`src/tkx_pkg.sv`:
```
package tkx_pkg;
   // register byte offsets
   localparam logic [7:0] OFF_CONN = 8'h00;
   localparam logic [7:0] OFF_REQ = 8'h04;
   localparam logic [7:0] OFF_CONFIRM = 8'h08;
   localparam logic [7:0] OFF_STATUS = 8'h0C;
   localparam logic [7:0] OFF_WRAP = 8'h10;

   // request register layout
   localparam int REQ_B1_LSB = 8;
   localparam int REQ_TYPE_LSB = 16;
   localparam int CONFIRM_BIT = 0;
   typedef enum logic [1:0] {
      MSG_NONE = 2'h0,
      MSG_MAIN = 2'h1,
      MSG_QUICK = 2'h2,
      MSG_EXPL = 2'h3
   } tkx_msg_e;

   // request flag positions
   localparam int FL_FIRST = 3;
   localparam int FL_RENEW = 2;
   localparam int FL_BUMP = 1;
   localparam int FL_SLOT = 0;
   localparam int KEY_IDX_LSB = 2;

   // response header: four zero bytes, flags byte, counter byte
   localparam logic [7:0] HEAD_BYTES = 8'h06;
   localparam logic [7:0] FLAGS_POS = 8'h04;
   localparam logic [7:0] COUNT_POS = 8'h05;
   localparam logic [7:0] RST_COUNTER = 8'h00;

   // status register bit positions
   localparam int SB_BUSY = 0;
   localparam int SB_PEND = 1;
   localparam int SB_COOKIE = 2;
   localparam int SB_CSEQ = 3;
   localparam int SB_CNT_LSB = 4;
   localparam int SB_SLOT = 12;
   localparam int SB_IDX_LSB = 13;
   localparam int SB_FIRST = 19;
   localparam int SB_RSV_ERR = 20;
   localparam int SB_DROP = 21;
   localparam int SB_CONN_ERR = 22;
   localparam int SB_READY = 23;

   // wrapped key register
   localparam int WR_CTR = 0;
   localparam int WR_OFF_LSB = 8;

   // response sequencer states
   typedef enum logic [4:0] {
      ST_IDLE = 5'b00001,
      ST_HEAD = 5'b00010,
      ST_NONCE = 5'b00100,
      ST_AUTH = 5'b01000,
      ST_PUB = 5'b10000
   } tkx_state_e;
endpackage

```
`src/tkx_if.sv`:
```
`timescale 1ns/1ps
// key state updates between the sequencer and the keeper
interface tkx_keep_if;
   logic upd;
   logic renew;
   logic bump;
   logic confirm;
   logic ready;
   logic pend;
   logic cookie_seq;
   logic counter_seq;
   logic [7:0] counter;
   modport ctl (output upd, renew, bump, confirm,
                input ready, pend, cookie_seq, counter_seq, counter);
   modport keep (input upd, renew, bump, confirm,
                 output ready, pend, cookie_seq, counter_seq, counter);
endinterface

// response bytes towards the bit serialiser
interface tkx_byte_if;
   logic valid;
   logic ready;
   logic last;
   logic [7:0] data;
   modport src (output valid, last, data, input ready);
   modport snk (input valid, last, data, output ready);
endinterface

```
`src/tkx_keeper.sv`:
```
`timescale 1ns/1ps
module tkx_keeper (
   input wire logic pclk,
   input wire logic presetn,
   tkx_keep_if.keep k,
   input wire logic nv_cookie_seq,
   input wire logic nv_counter_seq,
   input wire logic [7:0] nv_counter,
   output logic commit_strobe,
   output logic commit_cookie_seq,
   output logic commit_counter_seq,
   output logic [7:0] commit_counter,
   output logic cookie_gen,
   output logic cookie_commit
);
   logic loaded;
   logic pend, p_cs, p_ns, p_renew;
   logic [7:0] p_cnt;
   logic base_cs, base_ns;
   logic [7:0] base_cnt;

   // successive exchanges build on the pending values until confirmed
   assign base_cs = pend ? p_cs : commit_cookie_seq;
   assign base_ns = pend ? p_ns : commit_counter_seq;
   assign base_cnt = pend ? p_cnt : commit_counter;
   assign k.ready = loaded;
   assign k.pend = pend;
   assign k.cookie_seq = base_cs;
   assign k.counter_seq = base_ns;
   assign k.counter = base_cnt;

   // committed copy: straps are caught on the first edge after reset release
   always_ff @(posedge pclk or negedge presetn) begin
      if (!presetn) begin
         loaded <= 1'b0;
         commit_cookie_seq <= 1'b0;
         commit_counter_seq <= 1'b0;
         commit_counter <= tkx_pkg::RST_COUNTER;
         commit_strobe <= 1'b0;
         cookie_commit <= 1'b0;
      end else begin
         loaded <= 1'b1;
         commit_strobe <= loaded & k.confirm & pend;
         cookie_commit <= loaded & k.confirm & pend & p_renew;
         if (!loaded) begin
            commit_cookie_seq <= nv_cookie_seq;
            commit_counter_seq <= nv_counter_seq;
            commit_counter <= nv_counter;
         end else if (k.confirm && pend) begin
            commit_cookie_seq <= p_cs;
            commit_counter_seq <= p_ns;
            commit_counter <= p_cnt;
         end
      end
   end

   // pending copy; a reset throws away anything unconfirmed
   always_ff @(posedge pclk or negedge presetn) begin
      if (!presetn) begin
         pend <= 1'b0;
         p_cs <= 1'b0;
         p_ns <= 1'b0;
         p_renew <= 1'b0;
         p_cnt <= tkx_pkg::RST_COUNTER;
         cookie_gen <= 1'b0;
      end else begin
         cookie_gen <= k.upd & k.renew;
         if (k.confirm) begin
            pend <= 1'b0;
            p_renew <= 1'b0;
         end else if (k.upd && k.renew) begin
            pend <= 1'b1;
            p_renew <= 1'b1;
            p_cs <= ~base_cs;
            p_cnt <= tkx_pkg::RST_COUNTER;
            p_ns <= 1'b0;
         end else if (k.upd && k.bump) begin
            pend <= 1'b1;
            p_renew <= p_renew & pend;
            p_cs <= base_cs;
            p_cnt <= base_cnt + 8'h01;
            p_ns <= ~base_ns;
         end
      end
   end
endmodule

```
`src/tkx_bit_ser.sv`:
```
`timescale 1ns/1ps
module tkx_bit_ser (
   input wire logic pclk,
   input wire logic presetn,
   tkx_byte_if.snk b,
   input wire logic tx_ready,
   output logic tx_bit,
   output logic tx_valid,
   output logic tx_last
);
   logic [7:0] sh;
   logic [2:0] n;
   logic lst;

   // one byte at a time, so a stalled link stalls the sequencer
   assign b.ready = ~tx_valid;
   assign tx_bit = sh[7];

   // shift out bit 7 first
   always_ff @(posedge pclk or negedge presetn) begin
      if (!presetn) begin
         sh <= 8'h00;
         n <= 3'h0;
         lst <= 1'b0;
         tx_valid <= 1'b0;
         tx_last <= 1'b0;
      end else if (b.valid && !tx_valid) begin
         sh <= b.data;
         n <= 3'h7;
         lst <= b.last;
         tx_valid <= 1'b1;
         tx_last <= 1'b0;
      end else if (tx_valid && tx_ready) begin
         sh <= {sh[6:0], 1'b0};
         n <= n - 3'h1;
         tx_valid <= (n != 3'h0);
         tx_last <= lst & (n == 3'h1);
      end
   end
endmodule

```
`src/tkx_handler.sv`:
```
// Implementation choices: the APB slave port and the address map.
`timescale 1ns/1ps
module tkx_handler (
   input wire logic pclk,
   input wire logic presetn,
   input wire logic [7:0] paddr,
   input wire logic psel,
   input wire logic penable,
   input wire logic pwrite,
   input wire logic [31:0] pwdata,
   output logic [31:0] prdata,
   output logic pready,
   output logic pslverr,
   input wire logic [7:0] nonce_len,
   input wire logic [7:0] auth_len,
   input wire logic [7:0] public_value_len,
   input wire logic nv_cookie_seq,
   input wire logic nv_counter_seq,
   input wire logic [7:0] nv_counter,
   output logic commit_strobe,
   output logic commit_cookie_seq,
   output logic commit_counter_seq,
   output logic [7:0] commit_counter,
   output logic cookie_gen,
   output logic cookie_commit,
   output logic key_update,
   output logic key_slot,
   output logic [5:0] key_index,
   output logic key_wrapped,
   output logic [2:0] fld_sel,
   output logic [7:0] fld_pos,
   input wire logic [7:0] fld_data,
   output logic tx_bit,
   output logic tx_valid,
   output logic tx_last,
   input wire logic tx_ready
);
   tkx_keep_if kif ();
   tkx_byte_if bif ();

   logic [31:0] conn_q;
   tkx_pkg::tkx_msg_e msg_q;
   logic [15:0] req_q;
   logic [7:0] nl_q, al_q, pl_q;
   tkx_pkg::tkx_state_e state;
   logic [7:0] cnt;
   logic bv, bl;
   logic [7:0] bd;
   logic ctr_mode, first_q, rsv_err, drop_err;
   logic upd_q, renew_q, bump_q, confirm_q;
   logic [31:0] status_w;

   tkx_keeper u_keep (
      .pclk(pclk),
      .presetn(presetn),
      .k(kif.keep),
      .nv_cookie_seq(nv_cookie_seq),
      .nv_counter_seq(nv_counter_seq),
      .nv_counter(nv_counter),
      .commit_strobe(commit_strobe),
      .commit_cookie_seq(commit_cookie_seq),
      .commit_counter_seq(commit_counter_seq),
      .commit_counter(commit_counter),
      .cookie_gen(cookie_gen),
      .cookie_commit(cookie_commit)
   );

   tkx_bit_ser u_ser (
      .pclk(pclk),
      .presetn(presetn),
      .b(bif.snk),
      .tx_ready(tx_ready),
      .tx_bit(tx_bit),
      .tx_valid(tx_valid),
      .tx_last(tx_last)
   );

   // bus phases and address decode
   wire logic setup_ph = psel & ~penable;
   wire logic wr = psel & penable & pready & pwrite;
   wire logic hit_conn = (paddr == tkx_pkg::OFF_CONN);
   wire logic hit_req = (paddr == tkx_pkg::OFF_REQ);
   wire logic hit_conf = (paddr == tkx_pkg::OFF_CONFIRM);
   wire logic hit_stat = (paddr == tkx_pkg::OFF_STATUS);
   wire logic hit_wrap = (paddr == tkx_pkg::OFF_WRAP);
   wire logic mapped = hit_conn | hit_req | hit_conf | hit_stat | hit_wrap;

   // request word decode; the explicit request puts the key index ahead of the flags
   wire logic [1:0] w_type = pwdata[tkx_pkg::REQ_TYPE_LSB +: 2];
   wire logic [7:0] w_b0 = pwdata[7:0];
   wire logic [7:0] w_b1 = pwdata[tkx_pkg::REQ_B1_LSB +: 8];
   wire logic w_main = (w_type == tkx_pkg::MSG_MAIN);
   wire logic w_quick = (w_type == tkx_pkg::MSG_QUICK);
   wire logic w_expl = (w_type == tkx_pkg::MSG_EXPL);
   wire logic [7:0] w_flags = w_expl ? w_b1 : w_b0;
   wire logic w_renew = w_main & w_flags[tkx_pkg::FL_RENEW];
   wire logic w_bump = w_flags[tkx_pkg::FL_BUMP];
   wire logic w_first = w_main & w_flags[tkx_pkg::FL_FIRST];
   wire logic w_rsv_main = w_main & (|w_flags[7:4]);
   wire logic w_rsv_rest = ~w_main & (|w_flags[7:2]);
   wire logic w_rsv_byte = w_quick & (|w_b1);
   wire logic w_rsv = w_rsv_main | w_rsv_rest | w_rsv_byte;

   // a new request is only taken once the previous response has fully left
   wire logic idle_all = (state == tkx_pkg::ST_IDLE) & ~bv & ~tx_valid;
   wire logic req_wr = wr & hit_req;
   wire logic start = req_wr & (w_type != tkx_pkg::MSG_NONE) & idle_all & kif.ready;
   wire logic clr_rsv = wr & hit_stat & pwdata[tkx_pkg::SB_RSV_ERR];
   wire logic clr_drop = wr & hit_stat & pwdata[tkx_pkg::SB_DROP];

   // counter-mode keys carry both direction nonces ahead of the key itself
   wire logic [8:0] key_off = ctr_mode ? {nonce_len, 1'b0} : 9'h000;

   // response sequencing helpers
   wire logic has_pub = (msg_q == tkx_pkg::MSG_MAIN);
   wire logic [7:0] cur_len = (state == tkx_pkg::ST_HEAD) ? tkx_pkg::HEAD_BYTES :
                              (state == tkx_pkg::ST_NONCE) ? nl_q :
                              (state == tkx_pkg::ST_AUTH) ? al_q : pl_q;
   wire logic at_end = (cnt == cur_len - 8'h01);
   wire logic adv = (state != tkx_pkg::ST_IDLE) & (~bv | bif.ready);
   wire logic [5:0] idx_field = (msg_q == tkx_pkg::MSG_EXPL) ? key_index : 6'h00;
   wire logic [7:0] flags_rsp = {idx_field, kif.cookie_seq, kif.counter_seq};
   wire logic [7:0] head_byte = (cnt == tkx_pkg::FLAGS_POS) ? flags_rsp :
                                (cnt == tkx_pkg::COUNT_POS) ? kif.counter :
                                8'h00;
   wire logic [7:0] byte_mux = (state == tkx_pkg::ST_HEAD) ? head_byte : fld_data;

   // field order after the header, skipping fields of zero length
   function automatic tkx_pkg::tkx_state_e after_field(input tkx_pkg::tkx_state_e st,
         input logic [7:0] n, input logic [7:0] a, input logic [7:0] p, input logic pub);
      tkx_pkg::tkx_state_e r;
      r = tkx_pkg::ST_IDLE;
      if (pub && p != 8'h00 && st != tkx_pkg::ST_PUB)
         r = tkx_pkg::ST_PUB;
      if (a != 8'h00 && (st == tkx_pkg::ST_HEAD || st == tkx_pkg::ST_NONCE))
         r = tkx_pkg::ST_AUTH;
      if (n != 8'h00 && st == tkx_pkg::ST_HEAD)
         r = tkx_pkg::ST_NONCE;
      return r;
   endfunction

   wire tkx_pkg::tkx_state_e nxt_field = after_field(state, nl_q, al_q, pl_q, has_pub);
   wire tkx_pkg::tkx_state_e next_state = at_end ? nxt_field : state;

   assign kif.upd = upd_q;
   assign kif.renew = renew_q;
   assign kif.bump = bump_q;
   assign kif.confirm = confirm_q;
   assign bif.valid = bv;
   assign bif.data = bd;
   assign bif.last = bl;
   // one-hot state bits go out as they are, so the field select leaves a flop directly
   assign fld_sel = {state[4], state[3], state[2]};
   assign fld_pos = cnt;

   // status word assembly
   always_comb begin
      status_w = 32'h0000_0000;
      status_w[tkx_pkg::SB_BUSY] = ~idle_all;
      status_w[tkx_pkg::SB_PEND] = kif.pend;
      status_w[tkx_pkg::SB_COOKIE] = kif.cookie_seq;
      status_w[tkx_pkg::SB_CSEQ] = kif.counter_seq;
      status_w[tkx_pkg::SB_CNT_LSB +: 8] = kif.counter;
      status_w[tkx_pkg::SB_SLOT] = key_slot;
      status_w[tkx_pkg::SB_IDX_LSB +: 6] = key_index;
      status_w[tkx_pkg::SB_FIRST] = first_q;
      status_w[tkx_pkg::SB_RSV_ERR] = rsv_err;
      status_w[tkx_pkg::SB_DROP] = drop_err;
      status_w[tkx_pkg::SB_CONN_ERR] = |conn_q;
      status_w[tkx_pkg::SB_READY] = kif.ready;
   end

   wire logic [31:0] wrap_w = {15'h0000, key_off, 7'h00, ctr_mode};
   wire logic [31:0] req_w = {14'h0000, msg_q, req_q};
   wire logic [31:0] rd_mux = hit_conn ? conn_q : hit_req ? req_w :
                              hit_stat ? status_w : hit_wrap ? wrap_w : 32'h0000_0000;

   // no wait state: the answer is registered in the setup cycle
   always_ff @(posedge pclk or negedge presetn) begin
      if (!presetn) begin
         pready <= 1'b0;
         pslverr <= 1'b0;
         prdata <= 32'h0000_0000;
      end else begin
         pready <= setup_ph;
         pslverr <= setup_ph & ~mapped;
         prdata <= (setup_ph & ~pwrite) ? rd_mux : 32'h0000_0000;
      end
   end

   // plain configuration registers
   always_ff @(posedge pclk or negedge presetn) begin
      if (!presetn) begin
         conn_q <= 32'h0000_0000;
         ctr_mode <= 1'b0;
      end else begin
         if (wr && hit_conn)
            conn_q <= pwdata;
         if (wr && hit_wrap)
            ctr_mode <= pwdata[tkx_pkg::WR_CTR];
      end
   end

   // request capture; lengths are frozen so a change mid-response is harmless
   always_ff @(posedge pclk or negedge presetn) begin
      if (!presetn) begin
         msg_q <= tkx_pkg::MSG_NONE;
         req_q <= 16'h0000;
         nl_q <= 8'h00;
         al_q <= 8'h00;
         pl_q <= 8'h00;
         first_q <= 1'b0;
      end else if (start) begin
         msg_q <= tkx_pkg::tkx_msg_e'(w_type);
         req_q <= pwdata[15:0];
         nl_q <= nonce_len;
         al_q <= auth_len;
         pl_q <= public_value_len;
         first_q <= w_first;
      end
   end

   // key state update and key install strobes, one cycle each
   always_ff @(posedge pclk or negedge presetn) begin
      if (!presetn) begin
         upd_q <= 1'b0;
         renew_q <= 1'b0;
         bump_q <= 1'b0;
         confirm_q <= 1'b0;
         key_update <= 1'b0;
         key_slot <= 1'b0;
         key_index <= 6'h00;
         key_wrapped <= 1'b0;
      end else begin
         upd_q <= start & (w_renew | w_bump);
         renew_q <= start & w_renew;
         bump_q <= start & w_bump;
         confirm_q <= wr & hit_conf & pwdata[tkx_pkg::CONFIRM_BIT];
         key_update <= start;
         if (start) begin
            key_slot <= w_flags[tkx_pkg::FL_SLOT];
            key_wrapped <= w_expl;
            if (w_expl)
               key_index <= w_b0[tkx_pkg::KEY_IDX_LSB +: 6];
         end
      end
   end

   // sticky error flags; a new event wins over a clear in the same cycle
   always_ff @(posedge pclk or negedge presetn) begin
      if (!presetn) begin
         rsv_err <= 1'b0;
         drop_err <= 1'b0;
      end else begin
         rsv_err <= (start & w_rsv) | (rsv_err & ~clr_rsv);
         drop_err <= (req_wr & ~start) | (drop_err & ~clr_drop);
      end
   end

   // response sequencer walks header, nonce, authenticator, public value
   always_ff @(posedge pclk or negedge presetn) begin
      if (!presetn) begin
         state <= tkx_pkg::ST_IDLE;
         cnt <= 8'h00;
      end else if (start) begin
         state <= tkx_pkg::ST_HEAD;
         cnt <= 8'h00;
      end else if (adv) begin
         state <= next_state;
         cnt <= at_end ? 8'h00 : cnt + 8'h01;
      end
   end

   // byte holding stage in front of the serialiser
   always_ff @(posedge pclk or negedge presetn) begin
      if (!presetn) begin
         bv <= 1'b0;
         bd <= 8'h00;
         bl <= 1'b0;
      end else if (adv) begin
         bv <= 1'b1;
         bd <= byte_mux;
         bl <= at_end & (nxt_field == tkx_pkg::ST_IDLE);
      end else if (bif.ready) begin
         bv <= 1'b0;
      end
   end
endmodule

```
`config.mk`:
```
export PLATFORM = sky130hd
export DESIGN_NAME = tkx_handler
export DESIGN_NICKNAME = d
export VERILOG_FILES = /design/src/tkx_pkg.sv /design/src/tkx_if.sv /design/src/tkx_keeper.sv /design/src/tkx_bit_ser.sv /design/src/tkx_handler.sv
export SDC_FILE = /design/constraint.sdc
export NUM_CORES = 1
export LEC_CHECK = 0
export BUFFER_PORTS_ARGS = -buffer_cell sky130_fd_sc_hd__buf_2
export CAP_MARGIN = 20
export CORE_ASPECT_RATIO = 0.5
export CORE_MARGIN = 5
export CORE_UTILIZATION = 45
export DETAILED_ROUTE_END_ITERATION = 10
export PLACE_DENSITY = 0.73
export SETUP_SLACK_MARGIN = 0.05
export SLEW_MARGIN = 10
export SYNTH_ARGS = -nofsm -noshare
export SYNTH_HDL_FRONTEND = slang
export SYNTH_SLANG_ARGS = --single-unit
```
`constraint.sdc`:
```
create_clock -name pclk -period 3.4 [get_ports pclk]
set_input_delay 0.17 -clock pclk [delete_from_list [all_inputs] [get_ports pclk]]
set_output_delay 0.17 -clock pclk [all_outputs]
set_load 0.1 [all_outputs]
```
==> results of run 1 <==
## cells in the final DEF (no fill, tap or decap), types with 7 or more instances in the layout
cell type	synthesis	routed
buf_2	3	156
or3_1	11	10
nand3_1	17	17
a21oi_1	67	66
a22oi_1	15	15
inv_1	16	16
and2_1	13	13
xnor2_1	10	10
a211oi_1	10	10
dfrtp_1	187	184
o21ai_0	40	40
xor2_1	7	7
ha_1	8	7
nor3_1	20	19
nor4_1	15	15
nand4_1	7	7
mux2i_1	21	21
dlygate4sd3_1	0	63
and3_1	7	7
nor2b_1	17	17
buf_4	3	34
nor2_1	83	82
nand2_1	192	191
o31ai_1	9	8
mux2_2	47	47
clkbuf_16	0	17
o22ai_1	7	7
nand2b_1	9	9
## power breakdown
part	internal (W)	switching, W	total, W
combinational	0.000316	0.000694	0.00101
clock	0.00115	0.000902	0.00206
sequential	0.00237	0.000128	0.00250
## final cells by class
class,count,area (um2)
Fill cell,1666,8060
Timing Repair Buffer,256,1720
Clock inverter,10,131
Sequential cell,188,4710
Multi-Input combinational cell,706,4240
Tap cell,266,333
Clock buffer,21,470
Antenna cell,1,2.50
Inverter,16,60.1
## routing by layer
metal | GRT usage, % | wire [um]
met5 | 0 | 0
met1 | 32.7 | 12100
met3 | 4.55 | 1710
met4 | 8.58 | 650
met2 | 37.2 | 12900
## repair_timing
action                                  CTS  global route
hold buffers                             63             0
setup buffers                             1             3
hold endpoints to repair                151             0
pin swaps                                 2             2
resized for setup                         3            11
endpoints found under the setup margin    4             4
gates cloned                              0             0
## critical path, stage by stage, from the launching register on
cell and delay (ps):
dfrtp_2 470, nor2b_1 180, a21o_1 190, a222oi_1 310, buf_4 200, ha_2 190, nor2_1 50, mux2_2 270
a211o_1 310, a22oi_4 250, o2111ai_4 190, or3b_4 460, a21oi_2 130
## flip-flops by register name, indices dropped and copies added (netlist names), 2 cells and up
signal	flops
state	5
u_ser.n	3
req_q	16
msg_q	2
u_ser.sh	8
u_keep.p_cnt	8
conn_q	32
u_keep.commit_counter	8
nl_q	8
al_q	8
bd	8
fld_pos	8
pl_q	8
prdata	32
key_index	6
## stage by stage
stage / hold slack [ps] / util, %
final: 12.0 / 59.1
after global routing: 10.3 / 59.1
after CTS: 0.484 / 58.8
after detailed placement: 274 / 52.5
after global placement: 267 / 52.5
after floorplan: -126 / -
## how the worst max path moves through the flow
stage / from / endpoint / slack (ps) / cells past startpoint
finish: state[2]$_DFFE_PN0P_ / state[0]$_DFFE_PN1P_ / 140 / 12
global route: state[2]$_DFFE_PN0P_ / state[0]$_DFFE_PN1P_ / 50 / 12
detailed placement: state[1]$_DFFE_PN0P_ / state[3]$_DFFE_PN0P_ / -40 / 12
global placement: state[1]$_DFFE_PN0P_ / state[0]$_DFFE_PN1P_ / 50 / 12
CTS: state[1]$_DFFE_PN0P_ / state[0]$_DFFE_PN1P_ / 50 / 12
floorplan: state[4]$_DFFE_PN0P_ / state[2]$_DFFE_PN0P_ / 160 / 12
## cell families (layout without fill, tap and decap cells)
kind of cell	after synthesis	count (layout)	synth area share, %
and+or+nand+nor	416	416	21.1
AOI/OAI and AO/OA	194	194	13.5
DFF	188	188	51.3
muxes	70	70	8.30
buffers and inverters	69	303	3.07
xor gates and xnor gates	17	17	1.62
adders and majority gates	8	8	1.09
other	1	2	0.0409
==> results.sh, run 1 <==
export IMPL_reg2reg_from="state[2]$_DFFE_PN0P_"
export IMPL_htreeDepth=4
export IMPL_maxCapViolCount=0
export IMPL_wl_mm=27.4
export IMPL_grt_ovfl_total=0
export IMPL_gp_congestion=0.931
export IMPL_drtIter0Drc=802
export IMPL_cts_tree="done"
export IMPL_start_util_pct=46.5
export IMPL_fmax_ghz=0.307
export IMPL_hp_start="fld_data[6]"
export IMPL_die_w_um=212
export IMPL_portBuffers=157
export IMPL_synth_async_reset_ratio_pct=100
export IMPL_grt_max_degree=88
export IMPL_min_period_ps=3260
export IMPL_yosysMostFrequentCell="nand2_1"
export IMPL_ff2ff_setup_slack_ps=140
export IMPL_crit_path_start_kind="flop"
export IMPL_crit_type="flop to flop"
export IMPL_ios=158
export IMPL_required_ps=3780
export IMPL_synth_nets=1059
export IMPL_cts_sinks=188
export IMPL_stdcell_count=1464
export IMPL_ys_types=68
export IMPL_antenna_found_initial=1
export IMPL_crit_fanout=11
export IMPL_run_status="complete, no violations"
export IMPL_wire_per_inst_um=18.7
export IMPL_finalSetupViolCount=0
export IMPL_yosys_warnings=0
export IMPL_area_growth_pct=27.1
export IMPL_vias=8156
export IMPL_yosys_area_top_type_share_pct=51.0
export IMPL_tns_ps=0
export IMPL_synth_area_leaders="dfrtp_1 (51%), nand2_1 (7.9%), mux2_2 (5.8%)"
export IMPL_p_per_area_nw_per_um2=477
export IMPL_grt_use_total_pct=23.6
export IMPL_fp_dieArea_um2=23500
export IMPL_place_ws_ps=-42.3
export IMPL_viasPerCell=5.57
export IMPL_worstSkewPairLatency_ps=450
export IMPL_drt_pass1_iterations=5
export IMPL_worst_slack_ps=141
export IMPL_critPathCaptureType="flop"
export IMPL_hold_path_class="input pin to flop"
export IMPL_slew_headroom_pct=42.3
export IMPL_cts_made_buffers=17
export IMPL_detail_route_antenna_nets=0
export IMPL_path_clk_slew_ps=70
export IMPL_syn_cell_area_um2=9180
export IMPL_grt_pass1_vias=8196
export IMPL_synth_area_per_cell_um2=9.53
export IMPL_worst_r2r_cell_count=12
export IMPL_root_buffer="clkbuf_16"
export IMPL_synth_edff_count=0
export IMPL_finalHoldViolCount=0
export IMPL_design_area_um2=11700
export IMPL_yosys_top_cells_count="nand2_1 (192), dfrtp_1 (187), nor2_1 (83)"
export IMPL_cts_path_max_buffers=2
export IMPL_r2r_end="state[0]$_DFFE_PN1P_"
export IMPL_dieHeight_um=111
export IMPL_dpl_cell_count=1365
export IMPL_skew_ps=12.2
export IMPL_hold_end="bd[6]$_DFFE_PN0P_"
export IMPL_fp_row_count=36
export IMPL_synth_ff_type="dfrtp_1"
export IMPL_drive_gt1_share_pct=24.7
export IMPL_grt_pass1_wl_mm=44.2
export IMPL_post_dp_cell_area_um2=10400
export IMPL_coreArea_um2=19700
export IMPL_rsz0062_at_grt="no"
export IMPL_yosys_area_top_type="dfrtp_1"
export IMPL_hold_path_depth=3
export IMPL_synthCells=963
export IMPL_report_final_slew_viol_count=0
export IMPL_leakagePower_nw=5.79
export IMPL_drc=0
export IMPL_period_share_pct=95.8
export IMPL_dp_hpwl_mm=19.6
export IMPL_fin_total_pwr_w=0.00557
export IMPL_final_nets=1281
export IMPL_synth_ff_latch_count=188
export IMPL_cp_arrival_ps=3640
export IMPL_worst_pin_slew_ps=865
export IMPL_yosysSeqAreaShare_pct=51.3
export IMPL_irDropWorstVdd_uv=370
Note: power is estimated with default switching activity, not from simulation.
==> run 2: changes to the inputs <==
--- a/config.mk
+++ b/config.mk
@@ -12,6 +12,7 @@
 export CORE_UTILIZATION = 45
 export DETAILED_ROUTE_END_ITERATION = 10
 export PLACE_DENSITY = 0.73
+export REMOVE_ABC_BUFFERS = 1
 export SETUP_SLACK_MARGIN = 0.05
 export SLEW_MARGIN = 10
 export SYNTH_ARGS = -nofsm -noshare
==> run 2 against run 1 <==
Compared with the run above:
- worst hold slack better by 6.6 ps
- first-iteration DRC count is 13% lower
- cell area is 0.61% higher
- register-to-register slack worse by 20 ps
- sequential share of layout area is 0.25 points lower
- via count is 1.3% higher
- critical endpoint is now bif.last$_DFFE_PN0P_
==> results.sh, run 2 (synthesis gave the netlist of run 1 again) <==
export IMPL_final_nets=1285
export IMPL_min_period_ps=3280
export IMPL_wl_mm=27.8
export IMPL_cts_tree="done"
export IMPL_tns_ps=0
export IMPL_power_switching_w=0.00178
export IMPL_worst_r2r_cell_count=11
export IMPL_drt_pass1_iterations=6
export IMPL_seqPwrFrac_pct=43.7
export IMPL_worst_pin_slew_ps=812
export IMPL_crit_path_start_kind="flop"
export IMPL_leakagePower_nw=5.83
export IMPL_report_final_slew_viol_count=0
export IMPL_rsz0062_at_grt="yes"
export IMPL_top_regs="conn_q (32), prdata (32), req_q (16)"
export IMPL_drc=0
export IMPL_reg2reg_from="state[1]$_DFFE_PN0P_"
export IMPL_fp_dieArea_um2=23500
export IMPL_worst_hold_slack_ps=18.7
export IMPL_viasPerCell=5.62
export IMPL_critPathLaunch="state[1]$_DFFE_PN0P_"
export IMPL_drtIter0Drc=696
export IMPL_sw_frac_of_total_pct=31.1
export IMPL_run_status="complete, no violations"
export IMPL_ios=158
export IMPL_gp_congestion=0.889
export IMPL_wire_per_inst_um=18.9
export IMPL_cts_made_buffers=17
export IMPL_worstSkewPairLatency_ps=440
export IMPL_grt_max_degree=85
export IMPL_hold_end="req_q[0]$_DFFE_PN0P_"
export IMPL_die_w_um=212
export IMPL_coreArea_um2=19700
export IMPL_hp_start="pwdata[0]"
export IMPL_r2r_end="bif.last$_DFFE_PN0P_"
export IMPL_grt_ovfl_total=0
export IMPL_finalSetupViolCount=0
export IMPL_slew_headroom_pct=45.9
export IMPL_grt_pass1_wl_mm=44.6
export IMPL_crit_fanout=7
export IMPL_skew_ps=13.4
export IMPL_hold_path_depth=3
export IMPL_cts_sinks=188
export IMPL_p_per_area_nw_per_um2=488
export IMPL_cp_arrival_ps=3620
export IMPL_dp_hpwl_mm=19.6
export IMPL_fmax_ghz=0.305
export IMPL_area_growth_pct=27.9
export IMPL_period_share_pct=96.3
export IMPL_irDropWorstVdd_uv=373
export IMPL_grt_use_total_pct=23.7
export IMPL_htreeDepth=4
export IMPL_dieHeight_um=111
export IMPL_vias=8259
export IMPL_start_util_pct=46.5
export IMPL_drive_gt1_share_pct=25.3
export IMPL_finalHoldViolCount=0
export IMPL_detail_route_antenna_nets=0
export IMPL_maxCapViolCount=0
export IMPL_grt_pass1_vias=8267
export IMPL_crit_type="flop to flop"
export IMPL_p_comb_share_pct=17.8
export IMPL_required_ps=3750
export IMPL_antenna_found_initial=2
export IMPL_hold_path_class="input pin to flop"
export IMPL_critPathCaptureType="flop"
export IMPL_cts_path_max_buffers=2
export IMPL_intPower_w=0.00394
export IMPL_portBuffers=157
export IMPL_power_clock_fraction_pct=38.4
export IMPL_path_clk_slew_ps=80
export IMPL_mostFrequentLayoutCell="nand2_1"
export IMPL_fp_row_count=36
export IMPL_root_buffer="clkbuf_16"
export IMPL_layout_common_cells="nand2_1 (191), dfrtp_1 (184), buf_2 (156), nor2_1 (82), a21oi_1 (67)"
export IMPL_ff2ff_setup_slack_ps=120
run 2: metal layers:
metal | vias to the layer above | share of wire [%] | global-route usage, %
li1 | 3821 | - | -
met1 | 4052 | 43 | 31.9
met2 | 326 | 49 | 39.1
met3 | 60 | 6.0 | 3.90
met4 | 0 | 2.5 | 8.10
met5 | - | 0 | 0
run 2: per-stage QoR:
step	util, %	area (um2)	power [W]	setup WS [ps]	instances
after floorplan	-	8960	0.00316	-1900	910
after global placement	52.6	10400	0.00346	10.3	1368
after detailed placement	52.6	10400	0.00350	-51.2	1368
after CTS	59.1	11700	0.00573	58.0	1463
after global routing	59.5	11700	0.00594	-45.7	1470
final	59.5	11700	0.00572	125	1470
run 2: power groups by stage:
| stage | clock [W] | combinational [W] | sequential [W] |
|---|---|---|---|
| after CTS | 0.00221 | 0.00101 | 0.00250 |
| after global routing | 0.00231 | 0.00110 | 0.00253 |
| after global placement | 0 | 0.000923 | 0.00254 |
| after detailed placement | 0 | 0.000953 | 0.00255 |
| after floorplan | 0 | 0.000359 | 0.00281 |
| final | 0.00220 | 0.00102 | 0.00250 |
run 2: critical path: stages, from the launching register on:
cell and delay (ps):
dfrtp_2 440, buf_4 150, nor2b_1 130, a21o_1 170
a222oi_1 620, buf_4 260, and4bb_1 260, a21boi_1 100
nor3_2 300, o2111ai_4 190, or3b_4 470, o21ai_0 90
run 2: area by class of cell:
type / count / area [um2]
Clock buffer: 18 / 429
Tap cell: 266 / 333
Fill cell: 1686 / 7990
Sequential cell: 188 / 4710
Clock inverter: 14 / 205
Timing Repair Buffer: 260 / 1740
Multi-Input combinational cell: 706 / 4250
Inverter: 16 / 60.1
Antenna cell: 2 / 5.00
run 2: repair_timing:
item,in CTS,in global routing
pin swaps,4,12
gates resized for setup,5,11
endpoints found under the hold margin,125,0
buffers inserted,3,5
hold buffers,60,0
endpoints found under the setup margin,4,11
run 2: how the worst max path moves through the flow:
stage                        endpoint  slack [ps]
5_1_grt          state[0]$_DFFE_PN1P_         -50
4_1_cts          state[0]$_DFFE_PN1P_          60
2_1_floorplan  fld_pos[7]$_DFFE_PN0P_       -1900
3_5_place_dp     state[0]$_DFFE_PN1P_         -50
3_3_place_gp     state[0]$_DFFE_PN1P_          10
6_report         bif.last$_DFFE_PN0P_         120
==> run 3: changes to the inputs <==
--- a/config.mk
+++ b/config.mk
@@ -17,4 +17,5 @@
 export SLEW_MARGIN = 10
 export SYNTH_ARGS = -nofsm -noshare
 export SYNTH_HDL_FRONTEND = slang
+export SYNTH_HIERARCHICAL = 1
 export SYNTH_SLANG_ARGS = --single-unit
==> run 3 against run 2 <==
Compared with the run above:
- highest routed layer unchanged
- fmax increased by 2.8%
- sequential power grew 2%
- utilization shrank 2.2 points
- largest cell class unchanged
- wire length decreased by 2.6%
==> results.sh, run 3 <==
export IMPL_run_status="complete, no violations"
export IMPL_leakagePower_nw=6.10
export IMPL_top_regs="conn_q (32), prdata (32), req_q (16)"
export IMPL_p_per_area_nw_per_um2=483
export IMPL_critPathCaptureType="flop"
export IMPL_reg2reg_from="state[2]$_DFFE_PN0P_"
export IMPL_wire_per_inst_um=19.0
export IMPL_report_final_slew_viol_count=0
export IMPL_yosys_top_cells_count="dfrtp_1 (187), nand2_1 (182), nor2_1 (68)"
export IMPL_r2r_end="state[2]$_DFFE_PN0P_"
export IMPL_detail_route_antenna_nets=0
export IMPL_portBuffers=157
export IMPL_die_w_um=213
export IMPL_required_ps=3710
export IMPL_grt_max_degree=91
export IMPL_cts_tree="done"
export IMPL_hold_path_class="input pin to flop"
export IMPL_root_buffer="clkbuf_16"
export IMPL_synth_edff_count=0
export IMPL_finalSetupViolCount=0
export IMPL_hold_path_depth=3
export IMPL_dieHeight_um=112
export IMPL_mostFrequentLayoutCell="dfrtp_1"
export IMPL_hold_end="req_q[0]$_DFFE_PN0P_"
export IMPL_fillers=1732
export IMPL_yosysMostFrequentCell="dfrtp_1"
export IMPL_crit_type="flop to flop"
export IMPL_antenna_found_initial=1
export IMPL_grt_use_total_pct=22.9
export IMPL_final_nets=1232
export IMPL_viasPerCell=5.63
export IMPL_gp_congestion=0.899
export IMPL_wl_mm=27.1
export IMPL_min_period_ps=3180
export IMPL_yosys_warnings=6
export IMPL_worst_pin_slew_ps=884
export IMPL_synth_ff_type="dfrtp_1"
export IMPL_cts_made_buffers=17
export IMPL_fp_row_count=37
export IMPL_post_dp_cell_area_um2=10400
export IMPL_fmax_ghz=0.314
export IMPL_vias=8010
export IMPL_synthCells=912
export IMPL_cp_arrival_ps=3500
export IMPL_fp_dieArea_um2=23800
export IMPL_cts_sinks=188
export IMPL_design_area_um2=11700
export IMPL_finalHoldViolCount=0
export IMPL_synth_area_leaders="dfrtp_1 (50%), nand2_1 (7.4%), mux2_2 (5.7%)"
export IMPL_yosys_area_top_type_share_pct=50.4
export IMPL_syn_cell_area_um2=9280
export IMPL_synth_ff_latch_count=188
export IMPL_drc=0
export IMPL_cts_path_max_buffers=2
export IMPL_start_util_pct=45.4
export IMPL_grt_pass1_wl_mm=43.5
export IMPL_synth_async_reset_ratio_pct=100
export IMPL_synth_area_per_cell_um2=10.2
export IMPL_drtIter0Drc=573
export IMPL_htreeDepth=4
export IMPL_coreArea_um2=20400
export IMPL_area_growth_pct=26.0
export IMPL_crit_path_start_kind="flop"
export IMPL_grt_ovfl_total=0
export IMPL_crit_fanout=10
export IMPL_drive_gt1_share_pct=25.5
export IMPL_worstSkewPairLatency_ps=440
export IMPL_irDropWorstVdd_uv=346
export IMPL_rsz0062_at_grt="no"
export IMPL_skew_ps=14.0
export IMPL_ff2ff_setup_slack_ps=220
export IMPL_yosysSeqAreaShare_pct=50.7
export IMPL_ios=158
export IMPL_drt_pass1_iterations=5
export IMPL_period_share_pct=93.7
export IMPL_layout_common_cells="dfrtp_1 (185), nand2_1 (182), buf_2 (156), nor2_1 (68), dlygate4sd3_1 (63)"
export IMPL_yosys_area_top_type="dfrtp_1"
export IMPL_dp_hpwl_mm=19.3
export IMPL_worst_r2r_cell_count=11
export IMPL_path_clk_slew_ps=70
export IMPL_grt_pass1_vias=8163
export IMPL_slew_headroom_pct=41.1
export IMPL_ys_types=80
export IMPL_fin_total_pwr_w=0.00565
export IMPL_maxCapViolCount=0
export IMPL_hp_start="pwdata[0]"
==> run 3: cell count changes after synthesis, moves of 12 or more <==
cell and change:
nor2_1 -15, mux2i_1 +27, clkbuf_1 -21, nor3_1 -12
nor2b_1 -12, o21ai_0 -12, a21oi_1 -44
==> run 3: worst max path at each step <==
stage / slack (ps) / from / cells after the start / to
6_report: 220 / state[2]$_DFFE_PN0P_ / 11 / state[2]$_DFFE_PN0P_
5_1_grt: 80 / state[3]$_DFFE_PN0P_ / 11 / state[2]$_DFFE_PN0P_
4_1_cts: 110 / state[0]$_DFFE_PN1P_ / 11 / state[2]$_DFFE_PN0P_
3_5_place_dp: 130 / state[0]$_DFFE_PN1P_ / 11 / state[2]$_DFFE_PN0P_
3_3_place_gp: 150 / state[2]$_DFFE_PN0P_ / 11 / state[2]$_DFFE_PN0P_
2_1_floorplan: -780 / state[2]$_DFFE_PN0P_ / 8 / fld_pos[1]$_DFFE_PN0P_
==> run 3: cells by family after synthesis <==
family / after synthesis / synth area share (%)
flip-flops: 188 / 50.7
AND/OR/NAND/NOR: 381 / 19.5
other: 1 / 0.0404
AO/OA/AOI/OAI: 154 / 12.3
multiplexers: 98 / 11.4
buffers and inverters: 66 / 3.49
XOR/XNOR: 16 / 1.51
adder cells (fa/ha/maj): 8 / 1.08
==> run 3: worst max-delay path: stages (launching register included) <==
cell      delay [ps]
dfrtp_2          470
nand2b_1         210
and4_1           270
nor3_4           280
ha_1             280
xor2_1           160
nand3b_1         140
a311o_1          380
mux2i_4          170
o211ai_4         130
o21ai_4          270
mux2_4           330
==> run 3: final cells by class <==
class                           count  area (um2)  share of cell area [%]
Sequential cell                   188        4710                    40.3
Multi-Input combinational cell    658        4290                    36.7
Timing Repair Buffer              250        1680                    14.3
Clock buffer                       17         425                    3.64
Tap cell                          273         342                    2.92
Clock inverter                     15         168                    1.43
Inverter                           21        78.8                   0.674
Antenna cell                        2        5.00                  0.0428
==> run 3: through the flow <==
| stage | util, % | hold slack [ps] | TNS, ps | cells | setup WS [ps] |
|---|---|---|---|---|---|
| floorplan | - | -126 | -32260 | 867 | -778 |
| global placement | 51.1 | 282 | 0 | 1327 | 154 |
| detailed placement | 51.1 | 286 | 0 | 1327 | 131 |
| CTS | 57.1 | 5.68 | 0 | 1422 | 109 |
| global route | 57.3 | 26.4 | 0 | 1423 | 78.0 |
| finish | 57.3 | 18.7 | 0 | 1424 | 215 |
==> run 3: what timing repair did <==
action                                  in CTS  in global routing
buffers inserted                             0                  0
resized for setup                            0                 10
endpoints found under the setup margin       0                  5
endpoints found under the hold margin      150                  0
hold buffers                                63                  0
==> run 3: per-layer routing <==
layer	wire length [um]	vias to the layer above	global-route usage, %
met5	0	-	0
met1	11900	4002	31.6
met2	13200	251	36.9
met3	1310	58	3.89
li1	-	3699	-
met4	716	0	8.05
==> run 3: report_power, final <==
group	leakage (nW)	switching [W]	internal [W]	total, W
clock network	0.290	0.000993	0.000993	0.00199
registers	2.53	0.000154	0.00238	0.00254
logic	3.28	0.000764	0.000365	0.00113
